$ cat config.mk
export PLATFORM = sky130hd
export DESIGN_NAME = hpc_playback_ctrl
export DESIGN_NICKNAME = d
export VERILOG_FILES = /design/src/hpc_pkg.sv /design/src/hpc_tick_if.sv /design/src/hpc_playback_ctrl.sv /design/src/hpc_ms_tick.sv
export SDC_FILE = /design/constraint.sdc
export NUM_CORES = 1
export LEC_CHECK = 0
export BUFFER_PORTS_ARGS = -buffer_cell sky130_fd_sc_hd__buf_2
export CAP_MARGIN = 20
export CORE_MARGIN = 8
export CORE_UTILIZATION = 40
export CTS_CLUSTER_SIZE = 10
export DETAILED_ROUTE_END_ITERATION = 10
export PLACE_DENSITY = 0.61
export RECOVER_POWER = 25
export SKIP_CTS_REPAIR_TIMING = 1
export SYNTH_ARGS = -nofsm -noshare
export SYNTH_HDL_FRONTEND = slang
export SYNTH_HIERARCHICAL = 1
export SYNTH_SLANG_ARGS = --single-unit
$ cat constraint.sdc
create_clock -name clk -period 4.5 [get_ports clk]
set_input_delay 0.9 -clock clk [delete_from_list [all_inputs] [get_ports clk]]
set_output_delay 0.9 -clock clk [all_outputs]
set_load 0.005 [all_outputs]
$ cat src/hpc_pkg.sv
// Constants and types shared by the playback control block
package hpc_pkg;
  // Register offsets on the device's register port
  localparam logic [7:0] ADDR_TRIG = 8'h0c;
  localparam logic [7:0] ADDR_CFG = 8'h0d;
  localparam logic [7:0] ADDR_LIVE = 8'h0e;
  localparam logic [7:0] ADDR_SLOT_FIRST = 8'h0f;
  localparam logic [7:0] ADDR_SLOT_LAST = 8'h16;
  // Reset values
  localparam logic [7:0] RST_TRIG = 8'h00;
  localparam logic [7:0] RST_CFG = 8'h00;
  localparam logic [7:0] RST_LIVE = 8'h7f;
  // Field positions
  localparam int GO_BIT = 0;
  localparam int INTERVAL_BIT = 5;
  localparam int STRENGTH_LSB = 0;
  localparam int SLOT_DELAY_BIT = 7;
  localparam int SLOT_COUNT = 8;
  // Timing: clock period and the millisecond base
  localparam int CLK_PERIOD_NS = 100;
  localparam int MS_NS = 1000000;
  localparam int MS_CYCLES = MS_NS / CLK_PERIOD_NS;
  localparam logic [2:0] INTERVAL_SLOW_MS = 3'h5;
  localparam logic [2:0] INTERVAL_FAST_MS = 3'h1;
  localparam logic [10:0] WAIT_UNIT_MS = 11'h00a;
  // Process selection, driven by the mode setting
  typedef enum logic [1:0] {
    MODE_SEQ = 2'b00,
    MODE_LIVE = 2'b01,
    MODE_CAL = 2'b10,
    MODE_DIAG = 2'b11
  } hpc_mode_e;
  // Playback engine states
  typedef enum logic [2:0] {
    ST_IDLE = 3'b000,
    ST_LOAD = 3'b001,
    ST_PLAY = 3'b010,
    ST_WAIT = 3'b011,
    ST_LIVE = 3'b100,
    ST_PROC = 3'b101
  } hpc_state_e;
endpackage : hpc_pkg

$ cat src/hpc_tick_if.sv
// Millisecond timebase link between engine and divider
`timescale 1ns/1ps
`default_nettype none
interface hpc_tick_if;
  logic run;
  logic tick;
  modport gen (input run, output tick);
  modport use_side (output run, input tick);
endinterface : hpc_tick_if
`default_nettype wire

$ cat src/hpc_playback_ctrl.sv
// Playback control registers and the engine they steer
// Operation
// Setting the trigger bit starts the process chosen by the mode.
// Sequencer mode plays the waveform identifiers of the eight slots.
// Trigger bit reads one until the process ends, then clears itself.
// Writing zero to the trigger bit aborts running playback at once.
// External trigger edge sets the trigger bit just like a host write.
// Trigger also starts calibration or diagnostics in those modes.
// Library samples step every 5 ms, or 1 ms with the interval bit set.
// Strength field scales library effects to 100, 75, 50 or 25 percent.
// No strength scaling is applied in live host-driven mode.
// Live mode drives the load with the live drive register value.
// Host may rewrite live value anytime; each new value is used.
// Live drive value is a signed two's-complement byte.
// Sequencer starts at first slot, stops at zero or after eight.
// A slot with delay flag set idles its value times 10 ms.
`timescale 1ns/1ps
`default_nettype none
module hpc_playback_ctrl #(
  parameter int MS_CYCLES = hpc_pkg::MS_CYCLES
) (
  input wire logic clk,
  input wire logic rst,
  input wire logic reg_wr,
  input wire logic reg_rd,
  input wire logic [7:0] reg_addr,
  input wire logic [7:0] reg_wdata,
  output logic [7:0] reg_rdata,
  input wire logic ext_trig,
  input wire logic [1:0] mode,
  input wire logic [63:0] slot_data,
  input wire logic wave_done,
  input wire logic signed [7:0] lib_sample,
  input wire logic proc_done,
  output logic wave_start,
  output logic [6:0] wave_id,
  output logic sample_step,
  output logic proc_start,
  output logic proc_is_diag,
  output logic signed [7:0] drive_out
);
  hpc_pkg::hpc_state_e state;
  hpc_pkg::hpc_state_e next_state;
  logic [7:0] trig_reg;
  logic [7:0] playback_config;
  logic [7:0] live_drive_value;
  logic ext_trig_q;
  logic [2:0] slot_idx;
  logic [2:0] step_cnt;
  logic [10:0] wait_ms;
  hpc_tick_if tick_if ();

  hpc_ms_tick #(.CYCLES(MS_CYCLES)) u_tick (
    .clk(clk),
    .rst(rst),
    .t(tick_if.gen)
  );
  assign tick_if.run = (state != hpc_pkg::ST_IDLE);

  // Register decode
  wire wr_trig = reg_wr && (reg_addr == hpc_pkg::ADDR_TRIG);
  wire wr_cfg = reg_wr && (reg_addr == hpc_pkg::ADDR_CFG);
  wire wr_live = reg_wr && (reg_addr == hpc_pkg::ADDR_LIVE);
  wire trig_rise = ext_trig && !ext_trig_q;
  wire go_req = (wr_trig && reg_wdata[hpc_pkg::GO_BIT]) || trig_rise;
  wire start = (state == hpc_pkg::ST_IDLE) && go_req;
  // Abort only reaches playback; calibration runs to its own end
  wire playing = (state == hpc_pkg::ST_LOAD) || (state == hpc_pkg::ST_PLAY)
    || (state == hpc_pkg::ST_WAIT) || (state == hpc_pkg::ST_LIVE);
  wire abort = wr_trig && !reg_wdata[hpc_pkg::GO_BIT] && playing;

  // Current slot fields
  wire [7:0] slot = slot_data[slot_idx*8 +: 8];
  wire slot_delay_flag = slot[hpc_pkg::SLOT_DELAY_BIT];
  wire [6:0] slot_val = slot[6:0];
  wire last_slot = (slot_idx == 3'(hpc_pkg::SLOT_COUNT - 1));
  wire [2:0] interval_ms = playback_config[hpc_pkg::INTERVAL_BIT]
    ? hpc_pkg::INTERVAL_FAST_MS : hpc_pkg::INTERVAL_SLOW_MS;
  wire step_due = tick_if.tick && (step_cnt + 3'h1 >= interval_ms);
  wire wait_end = tick_if.tick && (wait_ms == 11'h001);

  // Strength scaling of library samples
  wire [1:0] library_strength_scale =
    playback_config[hpc_pkg::STRENGTH_LSB +: 2];
  wire signed [7:0] s_half = lib_sample >>> 1;
  wire signed [7:0] s_quarter = lib_sample >>> 2;
  wire signed [7:0] scaled = (library_strength_scale == 2'h0) ? lib_sample
    : (library_strength_scale == 2'h1) ? lib_sample - s_quarter
    : (library_strength_scale == 2'h2) ? s_half
    : s_quarter;
  // Live value bypasses the scaler entirely
  wire signed [7:0] next_drive = (state == hpc_pkg::ST_LIVE)
    ? $signed(live_drive_value)
    : (state == hpc_pkg::ST_PLAY) ? scaled : 8'sh00;

  // Read data selection, unmapped offsets read zero
  wire [7:0] rd_mux = (reg_addr == hpc_pkg::ADDR_TRIG) ? trig_reg
    : (reg_addr == hpc_pkg::ADDR_CFG) ? playback_config
    : (reg_addr == hpc_pkg::ADDR_LIVE) ? live_drive_value : 8'h00;

  // Engine sequencing
  always_comb begin
    next_state = state;
    case (state)
      hpc_pkg::ST_IDLE: begin
        if (start) begin
          if (mode == hpc_pkg::MODE_SEQ) begin
            next_state = hpc_pkg::ST_LOAD;
          end
          else if (mode == hpc_pkg::MODE_LIVE) next_state = hpc_pkg::ST_LIVE;
          else next_state = hpc_pkg::ST_PROC;
        end
      end
      hpc_pkg::ST_LOAD: begin
        if (abort) next_state = hpc_pkg::ST_IDLE;
        else if (slot_val == 7'h00) next_state = hpc_pkg::ST_IDLE;
        else if (slot_delay_flag) next_state = hpc_pkg::ST_WAIT;
        else next_state = hpc_pkg::ST_PLAY;
      end
      hpc_pkg::ST_PLAY: begin
        if (abort) next_state = hpc_pkg::ST_IDLE;
        else if (wave_done) next_state = last_slot ? hpc_pkg::ST_IDLE
          : hpc_pkg::ST_LOAD;
      end
      hpc_pkg::ST_WAIT: begin
        if (abort) next_state = hpc_pkg::ST_IDLE;
        else if (wait_end) next_state = last_slot ? hpc_pkg::ST_IDLE
          : hpc_pkg::ST_LOAD;
      end
      hpc_pkg::ST_LIVE: begin
        if (abort) next_state = hpc_pkg::ST_IDLE;
      end
      hpc_pkg::ST_PROC: begin
        if (proc_done) next_state = hpc_pkg::ST_IDLE;
      end
      default: next_state = hpc_pkg::ST_IDLE;
    endcase
  end

  // State, trigger bit and registers
  always_ff @(posedge clk) begin
    if (rst) begin
      state <= hpc_pkg::ST_IDLE;
      trig_reg <= hpc_pkg::RST_TRIG;
      playback_config <= hpc_pkg::RST_CFG;
      live_drive_value <= hpc_pkg::RST_LIVE;
      ext_trig_q <= 1'b0;
    end else begin
      state <= next_state;
      ext_trig_q <= ext_trig;
      if (wr_trig) trig_reg[7:1] <= reg_wdata[7:1];
      // Bit follows the engine, so it self-clears at the end
      trig_reg[hpc_pkg::GO_BIT] <= (next_state != hpc_pkg::ST_IDLE);
      if (wr_cfg) playback_config <= reg_wdata;
      if (wr_live) live_drive_value <= reg_wdata;
    end
  end

  // Slot walk, step and wait counters
  always_ff @(posedge clk) begin
    if (rst || start) begin
      slot_idx <= 3'h0;
      step_cnt <= 3'h0;
      wait_ms <= 11'h000;
    end else begin
      if ((state == hpc_pkg::ST_PLAY || state == hpc_pkg::ST_WAIT)
          && next_state == hpc_pkg::ST_LOAD) slot_idx <= slot_idx + 3'h1;
      if (state == hpc_pkg::ST_LOAD) begin
        wait_ms <= 11'(slot_val) * hpc_pkg::WAIT_UNIT_MS;
        step_cnt <= 3'h0;
      end else if (state == hpc_pkg::ST_WAIT && tick_if.tick) begin
        wait_ms <= wait_ms - 11'h001;
      end
      if (state == hpc_pkg::ST_PLAY && tick_if.tick) begin
        step_cnt <= step_due ? 3'h0 : step_cnt + 3'h1;
      end
    end
  end

  // Registered outputs
  always_ff @(posedge clk) begin
    if (rst) begin
      reg_rdata <= 8'h00;
      wave_start <= 1'b0;
      wave_id <= 7'h00;
      sample_step <= 1'b0;
      proc_start <= 1'b0;
      proc_is_diag <= 1'b0;
      drive_out <= 8'sh00;
    end else begin
      if (reg_rd) reg_rdata <= rd_mux;
      wave_start <= (state == hpc_pkg::ST_LOAD)
        && (next_state == hpc_pkg::ST_PLAY);
      if (state == hpc_pkg::ST_LOAD) wave_id <= slot_val;
      sample_step <= (state == hpc_pkg::ST_PLAY) && step_due;
      proc_start <= (next_state == hpc_pkg::ST_PROC)
        && (state == hpc_pkg::ST_IDLE);
      if (start) proc_is_diag <= (mode == hpc_pkg::MODE_DIAG);
      drive_out <= next_drive;
    end
  end

  // Checks on the engine
  go_tracks_busy_a: assert property (@(posedge clk) disable iff (rst)
    trig_reg[hpc_pkg::GO_BIT] == (state != hpc_pkg::ST_IDLE))
    else $error("trigger bit does not match engine activity");
  start_launch_a: assert property (@(posedge clk) disable iff (rst)
    (state == hpc_pkg::ST_IDLE && go_req) |=> state != hpc_pkg::ST_IDLE)
    else $error("trigger did not start a process");
  abort_stops_a: assert property (@(posedge clk) disable iff (rst)
    abort |=> (state == hpc_pkg::ST_IDLE && !trig_reg[hpc_pkg::GO_BIT]))
    else $error("clearing trigger did not abort playback");
  ext_trig_go_a: assert property (@(posedge clk) disable iff (rst)
    (state == hpc_pkg::ST_IDLE && ext_trig && !ext_trig_q)
    |=> trig_reg[hpc_pkg::GO_BIT])
    else $error("external trigger did not set trigger bit");
  live_drive_a: assert property (@(posedge clk) disable iff (rst)
    (state == hpc_pkg::ST_LIVE) |=> drive_out == $past(live_drive_value))
    else $error("live drive value not on output");
  half_scale_a: assert property (@(posedge clk) disable iff (rst)
    (state == hpc_pkg::ST_PLAY && library_strength_scale == 2'h2)
    |=> drive_out == ($past(lib_sample) >>> 1))
    else $error("half strength scaling wrong");
  step_on_tick_a: assert property (@(posedge clk) disable iff (rst)
    (state == hpc_pkg::ST_PLAY && tick_if.tick
     && playback_config[hpc_pkg::INTERVAL_BIT]) |=> sample_step)
    else $error("fast interval missed a sample step");
  zero_slot_stop_a: assert property (@(posedge clk) disable iff (rst)
    (state == hpc_pkg::ST_LOAD && slot_val == 7'h00)
    |=> state == hpc_pkg::ST_IDLE)
    else $error("sequencer passed a zero identifier");
  wait_load_a: assert property (@(posedge clk) disable iff (rst)
    (state == hpc_pkg::ST_LOAD && slot_delay_flag && slot_val != 7'h00
     && !abort)
    |=> (state == hpc_pkg::ST_WAIT
     && wait_ms == 11'($past(slot_val)) * hpc_pkg::WAIT_UNIT_MS))
    else $error("delay slot loaded wrong wait");
  proc_launch_a: assert property (@(posedge clk) disable iff (rst)
    (state == hpc_pkg::ST_IDLE && go_req && mode[1])
    |=> (state == hpc_pkg::ST_PROC && proc_start))
    else $error("trigger did not launch calibration or diagnostics");
endmodule : hpc_playback_ctrl
`default_nettype wire

$ cat src/hpc_ms_tick.sv
// Divider giving a one-cycle pulse every millisecond while running
`timescale 1ns/1ps
`default_nettype none
module hpc_ms_tick #(
  parameter int CYCLES = hpc_pkg::MS_CYCLES
) (
  input wire logic clk,
  input wire logic rst,
  hpc_tick_if.gen t
);
  localparam int CW = $clog2(CYCLES) + 1;
  logic [CW-1:0] cnt;

  // Restarts from zero each time the engine leaves idle
  always_ff @(posedge clk) begin
    if (rst || !t.run) begin
      cnt <= '0;
      t.tick <= 1'b0;
    end else if (cnt == CW'(CYCLES - 1)) begin
      cnt <= '0;
      t.tick <= 1'b1;
    end else begin
      cnt <= cnt + 1'b1;
      t.tick <= 1'b0;
    end
  end
endmodule : hpc_ms_tick
`default_nettype wire

* Yosys cells after proc, flatten, opt, wreduce, memory -nomap -nowiden
Cells that the tools add are included.
** Storage, ports and cells
- Register bits after elaboration :: 88
- Output and inout bits :: 27
** Operators by class
- Add/subtract/negate cells :: 5
- $mul :: 1
- Magnitude comparators :: 1
- Equal/unequal tests :: 18
- Shift-type cells :: 1
- Multiplexer cells :: 29
- Reductions and logical operators :: 36
** Operators by type and width (number)
- 64-bit by 7-bit indexed part select with 8-bit output :: 1
- 8-bit 2-to-1 mux :: 7
- 3-bit 2-to-1 mux :: 12
- 8-bit by 4-bit equality test with 1-bit output, second input constant :: 3
- 11-bit 2-to-1 mux :: 2
- 3-bit one-hot mux with 6 select lines :: 1
- 1-bit logical AND :: 16
- 15-bit by 1-bit adder with 15-bit output, second input constant :: 1
- 15-bit by 14-bit equality test with 1-bit output, second input constant :: 1
- 3-bit equality test, second input constant :: 4
- 11-bit by 1-bit equality test with 1-bit output, second input constant :: 1
- 11-bit by 1-bit subtractor with 11-bit output, second input constant :: 1
- 7-bit by 3-bit multiplier with 10-bit output, second input constant :: 1
- 3-bit by 2-bit equality test with 1-bit output, second input constant :: 3
- 8-bit by 6-bit subtractor with 8-bit output :: 1
- 7-bit zero test :: 1
- 1-bit logical OR :: 7
- 3-bit by 1-bit adder with 3-bit output, second input constant :: 2
- 3-bit by 1-bit equality test with 1-bit output, second input constant :: 2
- 6-bit 2-to-1 mux :: 1
- 3-bit nonzero test :: 2
- 2-bit by 1-bit equality test with 1-bit output, second input constant :: 2
- 2-bit equality test, second input constant :: 2
- 2-bit zero test :: 2
- other kinds (7) :: 15

* Depth between registers and ports, before layout
Gate-level depths: netlist (run 1).
- Depth in word-level cells :: 9
- Depth in mapped cells :: 12

* By module
Netlist (run 1), hierarchy kept.
** By module, submodules not included
- hpc_playback_ctrl :: instances 1, cells each 504, area an instance 4486.8 um^2
- hpc_ms_tick :: instances 1, cells each 74, area an instance 691.9 um^2

* Least setup slack after synthesis (run 1)
Ideal clock, no wire load.
- Path kind :: input port to flip-flop
- Start :: in slot_data[41]
- End :: reg wait_ms[8]
- Setup time :: 74 ps
- Data arrival time :: 3295 ps
- Data required time :: 4426 ps
- Path slack :: 1130 ps
- Cell stages on the path :: 10
- Path through :: mux4_1 mux2_2 ha_1 ha_1 fa_1 a21o_1 a21oi_1 xnor2_1 nand2_1 a31oi_1
** Between the ends
- Word-level cells in the longest chain between the ends :: 3
** Ends and longest elaborated chain
- start, declared :: RTL line hpc_playback_ctrl.sv:31 : input wire logic [63:0] slot_data,
- 64-bit by 7-bit indexed part select with 8-bit output :: RTL line hpc_playback_ctrl.sv:73 : wire [7:0] slot = slot_data[slot_idx*8 +: 8];
- via slot[1] :: RTL line hpc_playback_ctrl.sv:73
- 7-bit by 3-bit multiplier with 10-bit output :: RTL line hpc_playback_ctrl.sv:169 : wait_ms <= 11'(slot_val) * hpc_pkg::WAIT_UNIT_MS;
- 11-bit 2-to-1 mux :: RTL line hpc_playback_ctrl.sv:168 : if (state == hpc_pkg::ST_LOAD) begin
- end signal, assigned :: RTL line hpc_playback_ctrl.sv:169
- end signal, assigned :: RTL line hpc_playback_ctrl.sv:172 : wait_ms <= wait_ms - 11'h001;
- end, declared :: RTL line hpc_playback_ctrl.sv:50 : logic [10:0] wait_ms;
The timed path passes the listed nets, and every way through them passes these cells.
A chain may end at the register's enable or synchronous reset.

* Worst setup path after layout (run 1)
- Start :: reg slot_idx[0]
- End :: reg wait_ms[8]
** Between the ends
- Word-level cells in the longest chain between the ends :: 3
** Ends and longest elaborated chain
- start, declared :: RTL line hpc_playback_ctrl.sv:48 : logic [2:0] slot_idx;
- start signal, assigned :: RTL line hpc_playback_ctrl.sv:162 : slot_idx <= 3'h0;
- 64-bit by 7-bit indexed part select with 8-bit output :: RTL line hpc_playback_ctrl.sv:73
- via slot[0] :: RTL line hpc_playback_ctrl.sv:73
- 7-bit by 3-bit multiplier with 10-bit output :: RTL line hpc_playback_ctrl.sv:169
- 11-bit 2-to-1 mux :: RTL line hpc_playback_ctrl.sv:168
The timed path passes the listed nets, and every way through them passes these cells.

==> results of run 1 <==
==> layer usage <==
metal  GRT usage [%]  wire, um  vias up
met2            27.4      6330      122
li1                -         -     2279
met5               0         0        -
met4            3.83       116        0
met3            4.98       759       10
met1            17.9      5480     2090
==> cell families after synthesis <==
group | count (synthesis) | share of synthesized area, %
buffers and inverters | 59 | 5.53
and+or+nand+nor | 224 | 21.7
xor gates and xnor gates | 23 | 3.89
muxes | 41 | 13.9
adders and majority gates | 27 | 6.81
DFF | 88 | 34.0
AOI/OAI and AO/OA | 116 | 14.1
==> stage by stage <==
step	utilization, %	hold slack, ps	total power (W)
2_1_floorplan	-	426	0.00104
3_3_place_gp	46.3	439	0.00113
3_5_place_dp	46.3	450	0.00114
4_1_cts	48.6	460	0.00186
5_1_grt	48.4	475	0.00193
6_report	48.4	457	0.00183
==> where the power goes <==
part	switching, W	internal (W)	total [W]
Combinational	0.000161	0.000135	0.000295
Clock	0.000326	0.000381	0.000707
Sequential	0.0000209	0.000805	0.000826
==> tightest hold or removal path: cells and delay by family (launching register included) <==
kind             cells  cell delay, ps
AO/OA/AOI/OAI        1              50
flip-flops           1             310
AND/OR/NAND/NOR      1              50
==> final timing paths <==
check / from / end / cells past startpoint
setup / recovery: slot_idx[0] / wait_ms[8] / 11
hold / removal: wave_id[0] / wave_id[0] / 2
hold reg to reg: wave_id[0] / wave_id[0] / 2
setup reg to reg: slot_idx[0] / wait_ms[8] / 11
==> cells in the final DEF, fill, tap and decap left out, types with 5 or more instances in the layout <==
cell       synthesis  final
nand4_1            7      7
a22oi_1            5      5
a21oi_1           49     49
nand2b_1           8      8
nand2_1           35     35
nand3_1           10     10
nor3_1            11     11
ha_1              25     25
nor2b_1           15     15
mux4_1            15     15
or3_1              5      5
o21ai_0           16     16
mux2i_1           15     15
o211ai_1          10     10
a211o_1            9      9
and4_1             6      6
buf_2              3    106
xor2_1            12     12
mux2_2             5      5
clkbuf_16          0      9
xnor2_1           11     11
a31oi_1            6      6
inv_1             27     27
clkbuf_1          19     18
nor2_1            97     97
nor4_1             6      6
dfxtp_1           88     88
==> final cells by class <==
type / count / area share [%]
Clock inverter: 6 / 0.840
Multi-Input combinational cell: 431 / 51.3
Sequential cell: 88 / 28.9
Tap cell: 172 / 3.52
Inverter: 27 / 1.66
Clock buffer: 10 / 3.75
Timing Repair Buffer: 126 / 10.1
==> reports/results.tsv, run 1 <==
metric	value	unit
run status	finished, violations left	
failing checks	capacitance limit, slew limit	
ys async rst share	0	%
peak supply drop	184	uV
antenna cells	0	
clock latency on the worst-skew pair	340	ps
Post-Syn Area	5180	sq um
static leakage	2.56	nW
CP cell instances	buf_4, mux4_1, mux2_2, ha_1, ha_1, fa_1, a21o_1, a21oi_1, xnor2_1, nand2_1, a31oi_1	
slowest stage delay, CP	800	ps
Power per Cell Area	300	nW/um^2
WS Path Type	flip-flop to flip-flop	
Avg Inst Size Synth	8.96	sq um
post-synthesis net count	702	
Worst-path clk slew	70	ps
DRC Markers	0	
most frequent cell after synthesis	nor2_1	
setup violators final	0	
Cell Rows	41	
top cells by area, synth	dfxtp_1 34%, mux4_1 7.6%, nor2_1 7.0%, ha_1 6.0%, a21oi_1 4.7%	
die width	130	um
antenna viol nets, final	0	
register area share after synthesis	34.0	%
Post-synth top flop	dfxtp_1	
vias	4501	
Die Height	130	um
largest register by flop count	u_tick/cnt	
synthesis warning total	6	
initial antenna violation count	0	
CTS Buf Count	9	
max reg flops	15	
Worst path slowest cell	dfxtp_1	
DP Area	5850	sq um
slew margin rel.	-11.3	%
H-tree depth	3	
Max Root-Sink Buffers	2	
GR Overflow Total	0	
Post-synth EDFFs	0	
Critical Path Fanout Max	15	
fmax	0.276	GHz
Layout Skew	7.87	ps
biggest regs	u_tick/cnt x15, wait_ms x11	
WL/cell	14.8	um
final worst-path cycle share	80.5	%
Synth Register Bits	88	
actual slew at the worst max-slew pin	1670	ps
post-synth top area cell	dfxtp_1	
CTS tree	done	
area grow syn2layout	17.9	%
pre-CTS setup slack	892	ps
post-synth top area share	34.0	%
first-pass GRT wire length	21300	um
RSZ-0062 raised after global routing	no	
largest net degree at the start of global routing	38	
FF/Latch Area	1760	sq um
Arrival @ worst endpoint	3890	ps
Initial Util	41.0	%
Core Area	12600	sq um
Min Clock Period, post-route	3620	ps
most frequent cells after synthesis	97 x nor2_1, 88 x dfxtp_1, 49 x a21oi_1, 35 x nand2_1, 27 x inv_1	
post-layout instance area	6110	sq um
crit end category	flip-flop	
full die area	16800	sq um
CP Buf/Inv Count	1	
CP startpoint kind	flip-flop	
Iter 0 DRT Violations	285	
most used cell, CP	ha_1	
min-delay worst type	flip-flop to flip-flop	
HPWL Detailed	9740	um
WL final	12700	um
Pre-Repair DR Iteration Count	4	
# clock sinks	88	
dpl cells	844	
Final Worst Setup Slack	878	ps
GRT Util Overall	15.6	%
FF-to-FF setup slack	880	ps
Final Non-Filler Cells	860	
Final Slew Violations	38	
Multi-input gate area	3130	sq um
Layout Nets	807	
Layout fillers	1224	
io pins	124	
layout cells sized above 1	21.5	%
CP top delay family	multiplexers	
routability cong.	0.834	
Max Cap Viol	1	
Netlist cell types	60	
vias in the first global route	4570	
root buf cell	clkbuf_16	
setup tns final	0	ps
Crit path required time	4770	ps
vias per cell	5.23	
Final Hold Fails	0	
port buffer count	123	
Syn Inst Count	578	
Power figures use the tool's default switching activity.
==> run 2, diff against run 1 <==
- PLACE_DENSITY: 0.61 -> 0.64
- clock period: 4.5 -> 3 ns (I/O delays scaled with it)
==> run 2 against run 1 <==
The run still ends with capacitance limit, slew limit left. Worst setup slack lost 810 ps. Highest routed layer is now met5. First-iteration DRC count grew 5.6%. Design area grew 4.1%. Fmax grew 23%. Critical path type unchanged. Clock skew grew 1.5 ps.
==> reports/results.tsv, run 2 (synthesized netlist as in run 1, its figures left out) <==
metric	value	unit	change
run status	finished, violations left		unchanged
failing checks	capacitance limit, slew limit		unchanged
static leakage	2.65	nW	was 2.56 nW
largest net degree at the start of global routing	39		was 38
Arrival @ worst endpoint	3200	ps	was 3890 ps
Logic pwr share	18.4	%	was 16.2%
Layout fillers	1239		was 1224
die width	130	um	unchanged
sequential share of power	44.0	%	was 45.2%
commonest non-fill, non-tap cell in the layout	buf_2		unchanged
CP Buf/Inv Count	1		unchanged
peak supply drop	222	uV	was 184 uV
Sw Ratio	27.4	%	was 27.8%
CP cell instances	clkbuf_16, mux4_2, mux2_4, ha_2, ha_4, fa_2, a21o_1, a21oi_4, xnor2_1, nand2_1, a31oi_1		was buf_4, mux4_1, mux2_2, ha_1, ha_1, fa_1, a21o_1, a21oi_1, xnor2_1, nand2_1, a31oi_1
Min Clock Period, post-route	2930	ps	was 3620 ps
Critical Path Fanout Max	7		was 15
pre-CTS setup slack	-136	ps	was 892 ps
vias per cell	5.31		was 5.23
slowest stage delay, CP	490	ps	was 800 ps
crit end category	flip-flop		unchanged
DP Area	6010	sq um	was 5850 sq um
WL/cell	15.6	um	was 14.8 um
Multi-input gate area	3190	sq um	was 3130 sq um
actual slew at the worst max-slew pin	1820	ps	was 1670 ps
Layout Skew	9.41	ps	was 7.87 ps
WS Path Type	flip-flop to flip-flop		unchanged
final worst-path cycle share	97.8	%	was 80.5%
Max Cap Viol	1		unchanged
Critical Path End	wait_ms[8]		unchanged
area grow syn2layout	22.7	%	was 17.9%
Initial Util	41.0	%	unchanged
layout cells sized above 1	26.2	%	was 21.5%
Final Slew Violations	39		was 38
root buf cell	clkbuf_16		unchanged
first-pass GRT wire length	22200	um	was 21300 um
Critical R2R Capture	wait_ms[8]		unchanged
WL final	13800	um	was 12700 um
vias	4678		was 4501
full die area	16800	sq um	unchanged
CTS tree	done		unchanged
clock latency on the worst-skew pair	340	ps	about the same
critical path depth	11		unchanged
FF-to-FF setup slack	70	ps	was 880 ps
Crit path required time	3260	ps	was 4770 ps
Worst-path clk slew	60	ps	was 70 ps
GRT Util Overall	16.4	%	was 15.6%
initial antenna violation count	1		was 0
antenna cells	0		unchanged
Final Worst Setup Slack	67.4	ps	was 878 ps
Pre-Repair DR Iteration Count	4		unchanged
routability cong.	0.863		was 0.834
CTS Buf Count	9		unchanged
H-tree depth	3		unchanged
Min Hold Slack	467	ps	was 457 ps
io pins	124		unchanged
antenna viol nets, final	0		unchanged
slew margin rel.	-21.5	%	was -11.3%
worst r2r src	slot_idx[0]		unchanged
Layout Nets	828		was 807
Iter 0 DRT Violations	301		was 285
max reg flops	15		unchanged
vias in the first global route	4756		was 4570
Cell Rows	41		unchanged
GR Overflow Total	0		unchanged
setup violators final	0		unchanged
most frequent cells in the layout	105 x buf_2, 97 x nor2_1, 87 x dfxtp_1		was 106 x buf_2, 97 x nor2_1, 88 x dfxtp_1
Sw Pwr	0.000771	W	was 0.000508 W
worst r2r path cells	11		unchanged
setup tns final	0	ps	unchanged
largest register by flop count	u_tick/cnt		unchanged
Final Hold Fails	0		unchanged
FF/Latch Area	1770	sq um	was 1760 sq um
Worst Setup SP	slot_idx[0]		unchanged
Core Area	12600	sq um	unchanged
fmax	0.341	GHz	was 0.276 GHz
Power per Cell Area	443	nW/um^2	was 300 nW/um^2
biggest regs	u_tick/cnt x15, wait_ms x11		unchanged
internal power	0.00205	W	was 0.00132 W
Design Power	0.00282	W	was 0.00183 W
port buffer count	123		unchanged
clock share of power	37.6	%	was 38.7%
Worst path slowest cell	mux4_2		was dfxtp_1
HPWL Detailed	10500	um	was 9740 um
Max Root-Sink Buffers	2		unchanged
min-delay worst type	flip-flop to flip-flop		unchanged
DRC Markers	0		unchanged
# clock sinks	88		unchanged
post-layout instance area	6350	sq um	was 6110 sq um
Die Height	130	um	unchanged
CP top delay family	multiplexers		unchanged
CP startpoint kind	flip-flop		unchanged
## run 2: changes by cell type in the layout (fill, tap and decap cells not counted), sizes merged
cell      previous run  this run
clkinv               3         2
clkinvlp             1         2
inv                 29        28
buf                109       128
clkbuf              27        30
## run 2: power groups by stage
| stage | logic (W) | registers, W | clock network [W] |
|---|---|---|---|
| 6_report | 0.000519 | 0.00124 | 0.00106 |
| 3_5_place_dp | 0.000486 | 0.00126 | 0 |
| 2_1_floorplan | 0.000308 | 0.00126 | 0 |
| 4_1_cts | 0.000490 | 0.00124 | 0.00109 |
| 5_1_grt | 0.000573 | 0.00124 | 0.00113 |
| 3_3_place_gp | 0.000473 | 0.00126 | 0 |
## run 2: layout make-up
type                    instances  area share, %
multi-input cells             431           50.1
flip-flops and latches         88           27.8
repair buffers                147           12.6
clock buffers                  11           3.82
well taps                     172           3.39
inverters                      27           1.59
clock inverters                 5          0.650
## run 2: per-layer routing
metal	global-route usage, %	vias up	routed length [um]
met5	0	-	8
met4	6.63	2	281
met3	5.26	20	941
met2	28.8	156	6790
met1	17.9	2181	5730
li1	-	2319	-
## run 2: through the flow
stage | utilization (%) | cells
after floorplan | - | 578
after global placement | 47.6 | 862
after detailed placement | 47.6 | 862
after CTS | 49.9 | 878
after global routing | 50.4 | 881
final | 50.4 | 881
## run 2: worst register-to-register path, stage by stage (launching register included)
cell	delay [ps]
dfxtp_4	380
clkbuf_16	160
mux4_2	490
mux2_4	320
ha_2	210
ha_4	180
fa_2	420
a21o_1	210
a21oi_4	170
xnor2_1	120
nand2_1	70
a31oi_1	140
## run 2: worst min path at each step
| stage | startpoint | to | depth (start not counted) |
|---|---|---|---|
| after global routing | wave_id[1] | wave_id[1] | 2 |
| after CTS | wave_id[1] | wave_id[1] | 2 |
| after floorplan | u_tick/cnt[0] | u_tick/cnt[0] | 1 |
| after detailed placement | wave_id[0] | wave_id[0] | 2 |
| final | wave_id[1] | wave_id[1] | 2 |
| after global placement | u_tick/cnt[0] | u_tick/cnt[0] | 1 |
